<file path="src/core/dcke_cfg.svh">
`ifndef DCKE_CFG_SVH
`define DCKE_CFG_SVH

// Address pin positions and address width
`define DCKE_A10            10
`define DCKE_A12            12
`define DCKE_ADDR_W         14

// Mode register 0 burst field and its encodings
`define DCKE_MR0_BL_LSB     0
`define DCKE_BL_FIXED8      2'h0
`define DCKE_BL_OTF         2'h1
`define DCKE_BL_FIXED4      2'h2

// Timer width in bits, then timing counts in mclk cycles
`define DCKE_TIMER_W        10
`define DCKE_BL8_CYC        4
`define DCKE_BC4_CYC        2
`define DCKE_T_RP_CYC       3
`define DCKE_T_RFC_CYC      8
`define DCKE_T_XP_CYC       3
`define DCKE_T_CKE_CYC      3
`define DCKE_ZQINIT_CYC     512
`define DCKE_ZQOPER_CYC     256
`define DCKE_ZQCS_CYC       64

`endif

</file>
<file path="src/core/dcke_pkg.sv">
`default_nettype none

package dcke_pkg;

    typedef enum logic [3:0] {
        CMD_MRS, CMD_REF, CMD_PRE, CMD_ACT, CMD_WR, CMD_RD, CMD_ZQ, CMD_NOP, CMD_DES
    } dcke_cmd_e;

    typedef enum logic [2:0] {
        PW_ON, PW_APD, PW_PPD, PW_PD, PW_SR
    } dcke_pwr_e;

    // Pin pattern {cs_n, ras_n, cas_n, we_n} to command
    function automatic dcke_cmd_e dcke_decode(input logic [3:0] pins);
        dcke_cmd_e c;
        c = CMD_DES;
        if (!pins[3]) begin
            unique case (pins[2:0])
                3'h0: c = CMD_MRS;
                3'h1: c = CMD_REF;
                3'h2: c = CMD_PRE;
                3'h3: c = CMD_ACT;
                3'h4: c = CMD_WR;
                3'h5: c = CMD_RD;
                3'h6: c = CMD_ZQ;
                3'h7: c = CMD_NOP;
            endcase
        end
        return c;
    endfunction

    function automatic logic [3:0] dcke_encode(input dcke_cmd_e c);
        logic [3:0] p;
        p = 4'h8;
        unique case (c)
            CMD_MRS: p = 4'h0;
            CMD_REF: p = 4'h1;
            CMD_PRE: p = 4'h2;
            CMD_ACT: p = 4'h3;
            CMD_WR:  p = 4'h4;
            CMD_RD:  p = 4'h5;
            CMD_ZQ:  p = 4'h6;
            CMD_NOP: p = 4'h7;
            CMD_DES: p = 4'h8;
        endcase
        return p;
    endfunction

endpackage

`default_nettype wire

</file>
<file path="src/core/dcke_if.sv">
`default_nettype none

interface dcke_if #(parameter int AW = 14);
    logic          reset_n;
    logic          cke;
    logic          cs_n;
    logic          ras_n;
    logic          cas_n;
    logic          we_n;
    logic          odt;
    logic [2:0]    ba;
    logic [AW-1:0] addr;

    modport dev (input reset_n, cke, cs_n, ras_n, cas_n, we_n, odt, ba, addr);
    modport ctl (output reset_n, cke, cs_n, ras_n, cas_n, we_n, odt, ba, addr);
endinterface

`default_nettype wire

</file>
<file path="src/core/dcke_timer.sv">
`default_nettype none

module dcke_timer #(
    parameter int TW = 10
) (
    // Clock and reset
    input  wire logic          mclk,
    input  wire logic          rst,
    // Load a count, watch it run down
    input  wire logic          load,
    input  wire logic [TW-1:0] value,
    output logic               busy,
    output logic               done
);

    logic [TW-1:0] count_reg;

    always_ff @(posedge mclk or posedge rst) begin
        if (rst) begin
            count_reg <= '0;
        end else if (load) begin
            count_reg <= value;
        end else if (count_reg != '0) begin
            count_reg <= count_reg - 1'b1;
        end
    end

    assign busy = (count_reg != '0);
    assign done = (count_reg == TW'(1));

endmodule

`default_nettype wire

</file>
<file path="src/core/dcke_device.sv">
`include "dcke_cfg.svh"
`default_nettype none

module dcke_device #(
    parameter int TW = `DCKE_TIMER_W
) (
    // Clock and reset
    input  wire logic                  mclk,
    input  wire logic                  rst,
    // Command pins from the controller
    dcke_if.dev                        pin,
    // Registered command report
    output logic                       cmd_valid,
    output dcke_pkg::dcke_cmd_e        cmd_code,
    output logic [2:0]                 cmd_bank,
    output logic                       mr_we,
    output logic [1:0]                 mr_sel,
    output logic [`DCKE_ADDR_W-1:0]    mr_data,
    // Device state
    output dcke_pkg::dcke_pwr_e        pwr_state,
    output logic [7:0]                 bank_open,
    output logic                       burst_busy,
    output logic                       refresh_busy,
    output logic                       zq_busy,
    output logic                       io_update,
    output logic                       idle
);

    ////////////////////////////////////////////////////////////////////////
    // Decode

    logic                     dev_arst;
    logic                     cke_prev_reg;
    dcke_pkg::dcke_cmd_e      cmd;
    logic                     is_nop;
    logic                     normal;
    logic                     exe;
    logic                     cke_fall;
    logic                     cke_rise;

    assign dev_arst = rst | ~pin.reset_n;
    assign cmd      = dcke_pkg::dcke_decode({pin.cs_n, pin.ras_n, pin.cas_n, pin.we_n});
    assign is_nop   = (cmd == dcke_pkg::CMD_NOP) || (cmd == dcke_pkg::CMD_DES);
    assign cke_fall = cke_prev_reg & ~pin.cke;
    assign cke_rise = ~cke_prev_reg & pin.cke;
    // Odt is deliberately never read here
    assign normal   = (pwr_state == dcke_pkg::PW_ON) && cke_prev_reg && pin.cke;
    assign exe      = normal && !is_nop;

    always_ff @(posedge mclk or posedge dev_arst) begin
        if (dev_arst) begin
            cke_prev_reg <= 1'b1;
        end else begin
            cke_prev_reg <= pin.cke;
        end
    end

    ////////////////////////////////////////////////////////////////////////
    // Timers

    logic          bl8;
    logic [TW-1:0] burst_len;
    logic [2:0]    burst_cnt_reg;
    logic [1:0]    mr0_bl_reg;
    logic          pre_load;
    logic          pre_busy;
    logic          ref_load;
    logic          xp_load;
    logic          xp_busy;
    logic          zq_load;
    logic [TW-1:0] zq_len;
    logic          zq_done;
    logic          zq_first_reg;
    logic          auto_pre;

    assign bl8 = (mr0_bl_reg == `DCKE_BL_FIXED8) ||
                 ((mr0_bl_reg == `DCKE_BL_OTF) && pin.addr[`DCKE_A12]);
    assign burst_len = bl8 ? TW'(`DCKE_BL8_CYC) : TW'(`DCKE_BC4_CYC);
    assign auto_pre  = exe && pin.addr[`DCKE_A10] &&
                       (cmd == dcke_pkg::CMD_RD || cmd == dcke_pkg::CMD_WR);
    assign pre_load  = (exe && cmd == dcke_pkg::CMD_PRE) || auto_pre;
    assign ref_load  = exe && cmd == dcke_pkg::CMD_REF && pin.cke;
    assign zq_load   = exe && cmd == dcke_pkg::CMD_ZQ && !zq_busy;
    assign zq_len    = !pin.addr[`DCKE_A10] ? TW'(`DCKE_ZQCS_CYC) :
                       zq_first_reg ? TW'(`DCKE_ZQINIT_CYC) : TW'(`DCKE_ZQOPER_CYC);

    dcke_timer #(.TW(TW)) u_pre (
        .mclk  (mclk),
        .rst   (dev_arst),
        .load  (pre_load),
        .value (auto_pre ? TW'(burst_len + TW'(`DCKE_T_RP_CYC)) : TW'(`DCKE_T_RP_CYC)),
        .busy  (pre_busy),
        .done  ()
    );

    dcke_timer #(.TW(TW)) u_ref (
        .mclk  (mclk),
        .rst   (dev_arst),
        .load  (ref_load),
        .value (TW'(`DCKE_T_RFC_CYC)),
        .busy  (refresh_busy),
        .done  ()
    );

    dcke_timer #(.TW(TW)) u_xp (
        .mclk  (mclk),
        .rst   (dev_arst),
        .load  (xp_load),
        .value (TW'(`DCKE_T_XP_CYC)),
        .busy  (xp_busy),
        .done  ()
    );

    dcke_timer #(.TW(TW)) u_zq (
        .mclk  (mclk),
        .rst   (dev_arst),
        .load  (zq_load),
        .value (zq_len),
        .busy  (zq_busy),
        .done  (zq_done)
    );

    // A new read or write during a burst is not a way to cut it short
    always_ff @(posedge mclk or posedge dev_arst) begin
        if (dev_arst) begin
            burst_cnt_reg <= 3'h0;
        end else if (burst_cnt_reg != 3'h0) begin
            burst_cnt_reg <= burst_cnt_reg - 3'h1;
        end else if (exe && (cmd == dcke_pkg::CMD_RD || cmd == dcke_pkg::CMD_WR)) begin
            burst_cnt_reg <= burst_len[2:0];
        end
    end
    assign burst_busy = (burst_cnt_reg != 3'h0);

    always_ff @(posedge mclk or posedge dev_arst) begin
        if (dev_arst) begin
            zq_first_reg <= 1'b1;
        end else if (zq_load && pin.addr[`DCKE_A10]) begin
            zq_first_reg <= 1'b0;
        end
    end

    always_ff @(posedge mclk or posedge dev_arst) begin
        if (dev_arst) begin
            io_update <= 1'b0;
        end else begin
            io_update <= zq_done;
        end
    end

    ////////////////////////////////////////////////////////////////////////
    // Banks and mode register 0

    always_ff @(posedge mclk or posedge dev_arst) begin
        if (dev_arst) begin
            bank_open <= 8'h00;
        end else if (exe && cmd == dcke_pkg::CMD_ACT) begin
            bank_open[pin.ba] <= 1'b1;
        end else if (exe && cmd == dcke_pkg::CMD_PRE && pin.addr[`DCKE_A10]) begin
            bank_open <= 8'h00;
        end else if (pre_load) begin
            bank_open[pin.ba] <= 1'b0;
        end
    end

    always_ff @(posedge mclk or posedge dev_arst) begin
        if (dev_arst) begin
            mr0_bl_reg <= `DCKE_BL_FIXED8;
        end else if (exe && cmd == dcke_pkg::CMD_MRS && pin.ba[1:0] == 2'h0) begin
            mr0_bl_reg <= pin.addr[`DCKE_MR0_BL_LSB +: 2];
        end
    end

    always_ff @(posedge mclk or posedge dev_arst) begin
        if (dev_arst) begin
            cmd_valid <= 1'b0;
            cmd_code  <= dcke_pkg::CMD_DES;
            cmd_bank  <= 3'h0;
            mr_we     <= 1'b0;
            mr_sel    <= 2'h0;
            mr_data   <= '0;
        end else begin
            cmd_valid <= exe;
            cmd_code  <= normal ? cmd : dcke_pkg::CMD_DES;
            cmd_bank  <= pin.ba;
            mr_we     <= exe && cmd == dcke_pkg::CMD_MRS;
            mr_sel    <= pin.ba[1:0];
            mr_data   <= pin.addr;
        end
    end

    ////////////////////////////////////////////////////////////////////////
    // Power state

    logic sr_flag_reg;
    logic sr_clr;
    logic sr_entry;

    assign idle = (pwr_state == dcke_pkg::PW_ON) && bank_open == 8'h00 && !burst_busy &&
                  !pre_busy && !refresh_busy && !xp_busy && !zq_busy && cke_prev_reg;
    assign sr_entry = idle && cke_fall && cmd == dcke_pkg::CMD_REF;

    // Cke high clears the flag without any clock edge
    assign sr_clr = dev_arst | pin.cke;

    always_ff @(posedge mclk or posedge sr_clr) begin
        if (sr_clr) begin
            sr_flag_reg <= 1'b0;
        end else if (sr_entry) begin
            sr_flag_reg <= 1'b1;
        end
    end

    assign xp_load = (pwr_state != dcke_pkg::PW_ON) && cke_rise && is_nop;

    always_ff @(posedge mclk or posedge dev_arst) begin
        if (dev_arst) begin
            pwr_state <= dcke_pkg::PW_ON;
        end else begin
            unique case (pwr_state)
                dcke_pkg::PW_ON: begin
                    if (sr_entry) begin
                        pwr_state <= dcke_pkg::PW_SR;
                    end else if (cke_fall && is_nop) begin
                        if (burst_busy || pre_busy) begin
                            pwr_state <= dcke_pkg::PW_PD;
                        end else if (refresh_busy || bank_open == 8'h00) begin
                            pwr_state <= dcke_pkg::PW_PPD;
                        end else begin
                            pwr_state <= dcke_pkg::PW_APD;
                        end
                    end
                end
                dcke_pkg::PW_SR: begin
                    if (!sr_flag_reg) begin
                        pwr_state <= dcke_pkg::PW_ON;
                    end
                end
                default: begin
                    // Commands are ignored while cke stays low
                    if (cke_rise && is_nop) begin
                        pwr_state <= dcke_pkg::PW_ON;
                    end
                end
            endcase
        end
    end

endmodule

`default_nettype wire

</file>
<file path="src/flat_wrapper.sv">
// flat-port wrapper written by rule: the top's interface ports become plain ports
module dcke_device_flat 
#(
    parameter int TW = `DCKE_TIMER_W
)
  (mclk, rst, cmd_valid, cmd_code, cmd_bank, mr_we, mr_sel, mr_data, pwr_state, bank_open, burst_busy, refresh_busy, zq_busy, io_update, idle, pin_reset_n, pin_cke, pin_cs_n, pin_ras_n, pin_cas_n, pin_we_n, pin_odt, pin_ba, pin_addr);
  dcke_if #(.AW(14)) pin_i ();
  input  wire logic mclk;
  input  wire logic rst;
  output logic cmd_valid;
  output dcke_pkg::dcke_cmd_e cmd_code;
  output logic [2:0] cmd_bank;
  output logic mr_we;
  output logic [1:0] mr_sel;
  output logic [`DCKE_ADDR_W-1:0] mr_data;
  output dcke_pkg::dcke_pwr_e pwr_state;
  output logic [7:0] bank_open;
  output logic burst_busy;
  output logic refresh_busy;
  output logic zq_busy;
  output logic io_update;
  output logic idle;
  input wire logic [$bits(pin_i.reset_n)-1:0] pin_reset_n;
  input wire logic [$bits(pin_i.cke)-1:0] pin_cke;
  input wire logic [$bits(pin_i.cs_n)-1:0] pin_cs_n;
  input wire logic [$bits(pin_i.ras_n)-1:0] pin_ras_n;
  input wire logic [$bits(pin_i.cas_n)-1:0] pin_cas_n;
  input wire logic [$bits(pin_i.we_n)-1:0] pin_we_n;
  input wire logic [$bits(pin_i.odt)-1:0] pin_odt;
  input wire logic [$bits(pin_i.ba)-1:0] pin_ba;
  input wire logic [$bits(pin_i.addr)-1:0] pin_addr;
  assign pin_i.reset_n = pin_reset_n;
  assign pin_i.cke = pin_cke;
  assign pin_i.cs_n = pin_cs_n;
  assign pin_i.ras_n = pin_ras_n;
  assign pin_i.cas_n = pin_cas_n;
  assign pin_i.we_n = pin_we_n;
  assign pin_i.odt = pin_odt;
  assign pin_i.ba = pin_ba;
  assign pin_i.addr = pin_addr;
  dcke_device #(.TW(TW)) u_core (.mclk(mclk), .rst(rst), .pin(pin_i), .cmd_valid(cmd_valid), .cmd_code(cmd_code), .cmd_bank(cmd_bank), .mr_we(mr_we), .mr_sel(mr_sel), .mr_data(mr_data), .pwr_state(pwr_state), .bank_open(bank_open), .burst_busy(burst_busy), .refresh_busy(refresh_busy), .zq_busy(zq_busy), .io_update(io_update), .idle(idle));
endmodule
</file>
<file path="config.mk">
export PLATFORM = sky130hd
export DESIGN_NAME = dcke_device_flat
export DESIGN_NICKNAME = d
export VERILOG_FILES = /design/src/core/dcke_pkg.sv /design/src/core/dcke_if.sv /design/src/core/dcke_timer.sv /design/src/core/dcke_device.sv /design/src/flat_wrapper.sv
export VERILOG_INCLUDE_DIRS = /design/src /design/src/core
export SDC_FILE = /design/constraint.sdc
export NUM_CORES = 1
export LEC_CHECK = 0
export BUFFER_PORTS_ARGS = -buffer_cell sky130_fd_sc_hd__buf_2
export CELL_PAD_IN_SITES_DETAIL_PLACEMENT = 1
export CELL_PAD_IN_SITES_GLOBAL_PLACEMENT = 2
export CORE_MARGIN = 2
export CORE_UTILIZATION = 37
export CTS_BUF_LIST = sky130_fd_sc_hd__clkbuf_2
export CTS_CLUSTER_SIZE = 10
export DETAILED_ROUTE_END_ITERATION = 6
export MAX_ROUTING_LAYER = met4
export PLACE_DENSITY_LB_ADDON = 0.12
export SETUP_SLACK_MARGIN = 0.5
export SLEW_MARGIN = 20
export SYNTH_ARGS = -nofsm -noshare
export SYNTH_HDL_FRONTEND = slang
export SYNTH_SLANG_ARGS = --single-unit
</file>
<file path="constraint.sdc">
create_clock -name mclk -period 7.4 [get_ports mclk]
set_input_delay 0.37 -clock mclk [delete_from_list [all_inputs] [get_ports mclk]]
set_output_delay 0.37 -clock mclk [all_outputs]
set_load 0.02 [all_outputs]
</file>
==> run summary <==
Placeable Area - 0.0107 mm²
critical path data arrival time - 2650 ps
synth top area cells - dfrtp_1 50%, xnor2_1 3.5%, ha_1 3.4%
initial antenna violation count - 0
DIE HEIGHT - 108 µm
syn nets - 413
number of diodes - 0
Tcrit/Tclk final - 40.8%
post-synthesis simple-gate area fraction - 22.4%
R2R depth - 4
met3 Use GR - 3.38%
minimum clock period - 3020 ps
vias per std cell - 5.21
Max VDD drop - 0.122 mV
First DRT Iteration DRCs - 136
Synth Area in XOR/XNOR - 4.57%
CTS Buf Count - 9
Peak Freq - 331 MHz
Layout Utilization - 44.4%
Synth area leader - dfrtp_1
CP Capture Type - output port
Detailed Routing Iterations Pass 1 - 6
final slew viol count - 0
post_cts resized - 0
Critical Path Max Stage Delay - 460 ps
I/O pin total - 67
RSZ-0062 raised after global routing - false
Layout area overhead - 18.5%
sequential cell area fraction in the yosys report - 51.7%
number of global-route vias before repair - 3277
Async S/R FF share, synth - 100%
status - completed
Worst-path clk slew - 250 ps
HPWL after DPL - 6880 µm
DRC - 0
max reg flops - 14
initial core utilization - 37.5%
Remaining Overflow, GRT - 0
endpoints failing setup - 0
first-pass GRT wire length - 16900 µm
Worst Skew - 13.0 ps
most frequent cells in the layout - 80 x dfrtp_1, 65 x buf_2, 35 x nor2_1, 18 x dlygate4sd3_1, 17 x o21ai_0
Netlist cell types - 57
Final Hold Viols - 0
# rows - 38
met2 Track Usage GR - 29.7%
CP Data Required Time - 7030 ps
gpl congestion - 0.810
Avg Inst Size Synth - 10.7 µm²
share of cells above drive strength 1 - 23.7%
met1 Use GR - 25.4%
Yosys top cell area share - 49.7%
wirelength, routed - 10100 µm
Leak Pwr - 2.12 nW
clock sink count - 83
Tightest Pin Transition - 801 ps
Max Root-Sink Buffers - 2
most common cell after layout, fill and taps aside - dfrtp_1
GRT Resource Usage Total - 19.1%
CTS tree - yes
slew margin rel. - 46.1%
Root Driver - clkbuf_2
Synth Area in Compound Gates - 12.3%
# hold bufs at CTS - 18
Routed Antenna Nets - 0
PD cells - 287 mW/mm²
Routed wire per std cell - 16.7 µm
final hold slack - 17.5 ps
class of the most critical setup path - flip-flop to output port
CP Cell Sequence - inv_1 > ha_1 > nor3b_2 > nand3_1 > nor4_1 > buf_2
Post-Syn Instances - 376
gr busiest metal - met2
Port Buffers - 65
largest net degree at the start of global routing - 84
setup TNS - 0 ps
Vias - 3149
most flop-heavy register - u_core.mr_data
Yosys reg bits - 83
die width - 108 µm
crit path max fanout - 10
Clock Latency Late Sink - 570 ps
Mapped Area - 0.00403 mm²
max-capacitance violation count - 0
Nets - 496
mux cell area share after synthesis - 2.33%
Post-synth EDFFs - 0
Setup Buffers After CTS - 0
critical path startpoint category - flip-flop
Worst Hold Class - primary input to asynchronous set/reset pin
adder-cell share of the synthesized area - 3.42%
Yosys Warn Count - 0
Crit-path slowest cell - dfrtp_1
H-tree Lvls - 3
Die ar. - 0.0117 mm²
combinational family with the most area after synthesis - simple AND/OR/NAND/NOR gates
Synth Flop Type - dfrtp_1
-- power by group --
group | total, mW | switching (mW) | internal [mW] | leakage (nW)
registers | 0.661 | 0.102 | 0.560 | 1.05
clock network | 0.232 | 0.182 | 0.0503 | 0.0610
logic | 0.474 | 0.265 | 0.209 | 1.01
-- per-layer routing --
| metal | part of all wire [%] | vias up |
|---|---|---|
| met4 | 1.5 | 0 |
| met5 | 0 | - |
| met2 | 47 | 43 |
| li1 | - | 1529 |
| met3 | 2.9 | 12 |
| met1 | 48 | 1565 |
-- cell type report --
type / count / area (µm²)
Fill cell: 1258 / 5970
Sequential cell: 83 / 2080
Multi-Input combinational cell: 264 / 1830
Timing Repair Buffer: 84 / 517
Tap cell: 140 / 175
Inverter: 17 / 63.8
Clock inverter: 7 / 61.3
Clock buffer: 9 / 45.0
-- cells in the mapped netlist, types with 3 or more instances --
| cell | n |
|---|---|
| dfrtp_1 | 80 |
| nor2_1 | 35 |
| o21ai_0 | 17 |
| inv_1 | 16 |
| xnor2_1 | 16 |
| nand2_1 | 13 |
| nor3_1 | 13 |
| or4_1 | 13 |
| a21oi_1 | 12 |
| ha_1 | 11 |
| nand3_1 | 8 |
| nor2b_1 | 8 |
| or3_1 | 8 |
| nand2b_1 | 7 |
| clkbuf_1 | 6 |
| mux2i_1 | 6 |
| nor4_1 | 6 |
| o31ai_1 | 6 |
| a22o_1 | 5 |
| a31oi_1 | 5 |
| and3_1 | 5 |
| or3b_2 | 5 |
| xor2_1 | 5 |
| nand4_1 | 4 |
| o211ai_1 | 4 |
| a211oi_1 | 3 |
| a311oi_1 | 3 |
| a32o_1 | 3 |
| buf_4 | 3 |
| dfstp_2 | 3 |
| mux2_2 | 3 |
| nand3b_1 | 3 |
| nor4b_1 | 3 |
| or2_2 | 3 |
-- worst paths after layout --
| kind | from | end | slack, ps |
|---|---|---|---|
| min | pin_reset_n | u_core.mr_data[3]$_DFF_PP0_ | 20 |
| min in group mclk | pin_we_n | u_core.cmd_valid$_DFF_PP0_ | 70 |
| min reg2reg | u_core.zq_first_reg$_DFFE_PP1P_ | u_core.zq_first_reg$_DFFE_PP1P_ | 480 |
| max | u_core.u_ref.count_reg[0]$_DFFE_PP0P_ | idle | 4380 |
| max reg2reg | u_core.pwr_state[0]$_DFFE_PP0P_ | u_core.bank_open[0]$_DFFE_PP0P_ | 4780 |
| max in group asynchronous | rst | u_core.sr_flag_reg$_DFFE_PP0P_ | 6830 |
-- stage by stage --
| step | area, µm² | power [mW] | instances | setup slack [ps] |
|---|---|---|---|---|
| CTS | 4770 | 1.38 | 604 | 4330 |
| global route | 4770 | 1.48 | 604 | 4060 |
| finish | 4770 | 1.37 | 604 | 4380 |
| detailed placement | 4480 | 1.14 | 570 | 4790 |
| floorplan | 4030 | 1.01 | 376 | 1910 |
| global placement | 4470 | 1.12 | 570 | 4480 |
-- cell families (layout without fill, tap and decap cells) --
group / after synthesis / count (layout)
AO/OA/AOI/OAI: 72 / 72
flip-flops: 83 / 83
buffers and inverters: 29 / 117
XOR/XNOR: 21 / 21
AND/OR/NAND/NOR: 151 / 151
multiplexers: 9 / 9
adder cells (fa/ha/maj): 11 / 11
-- critical path, delay by kind of cell (launching register included) --
kind          cells  cell delay, ps
fa+ha+maj         1             140
flops             1             460
buf+inv           2             310
simple gates      3            1180
Power figures use the tool's default switching activity.
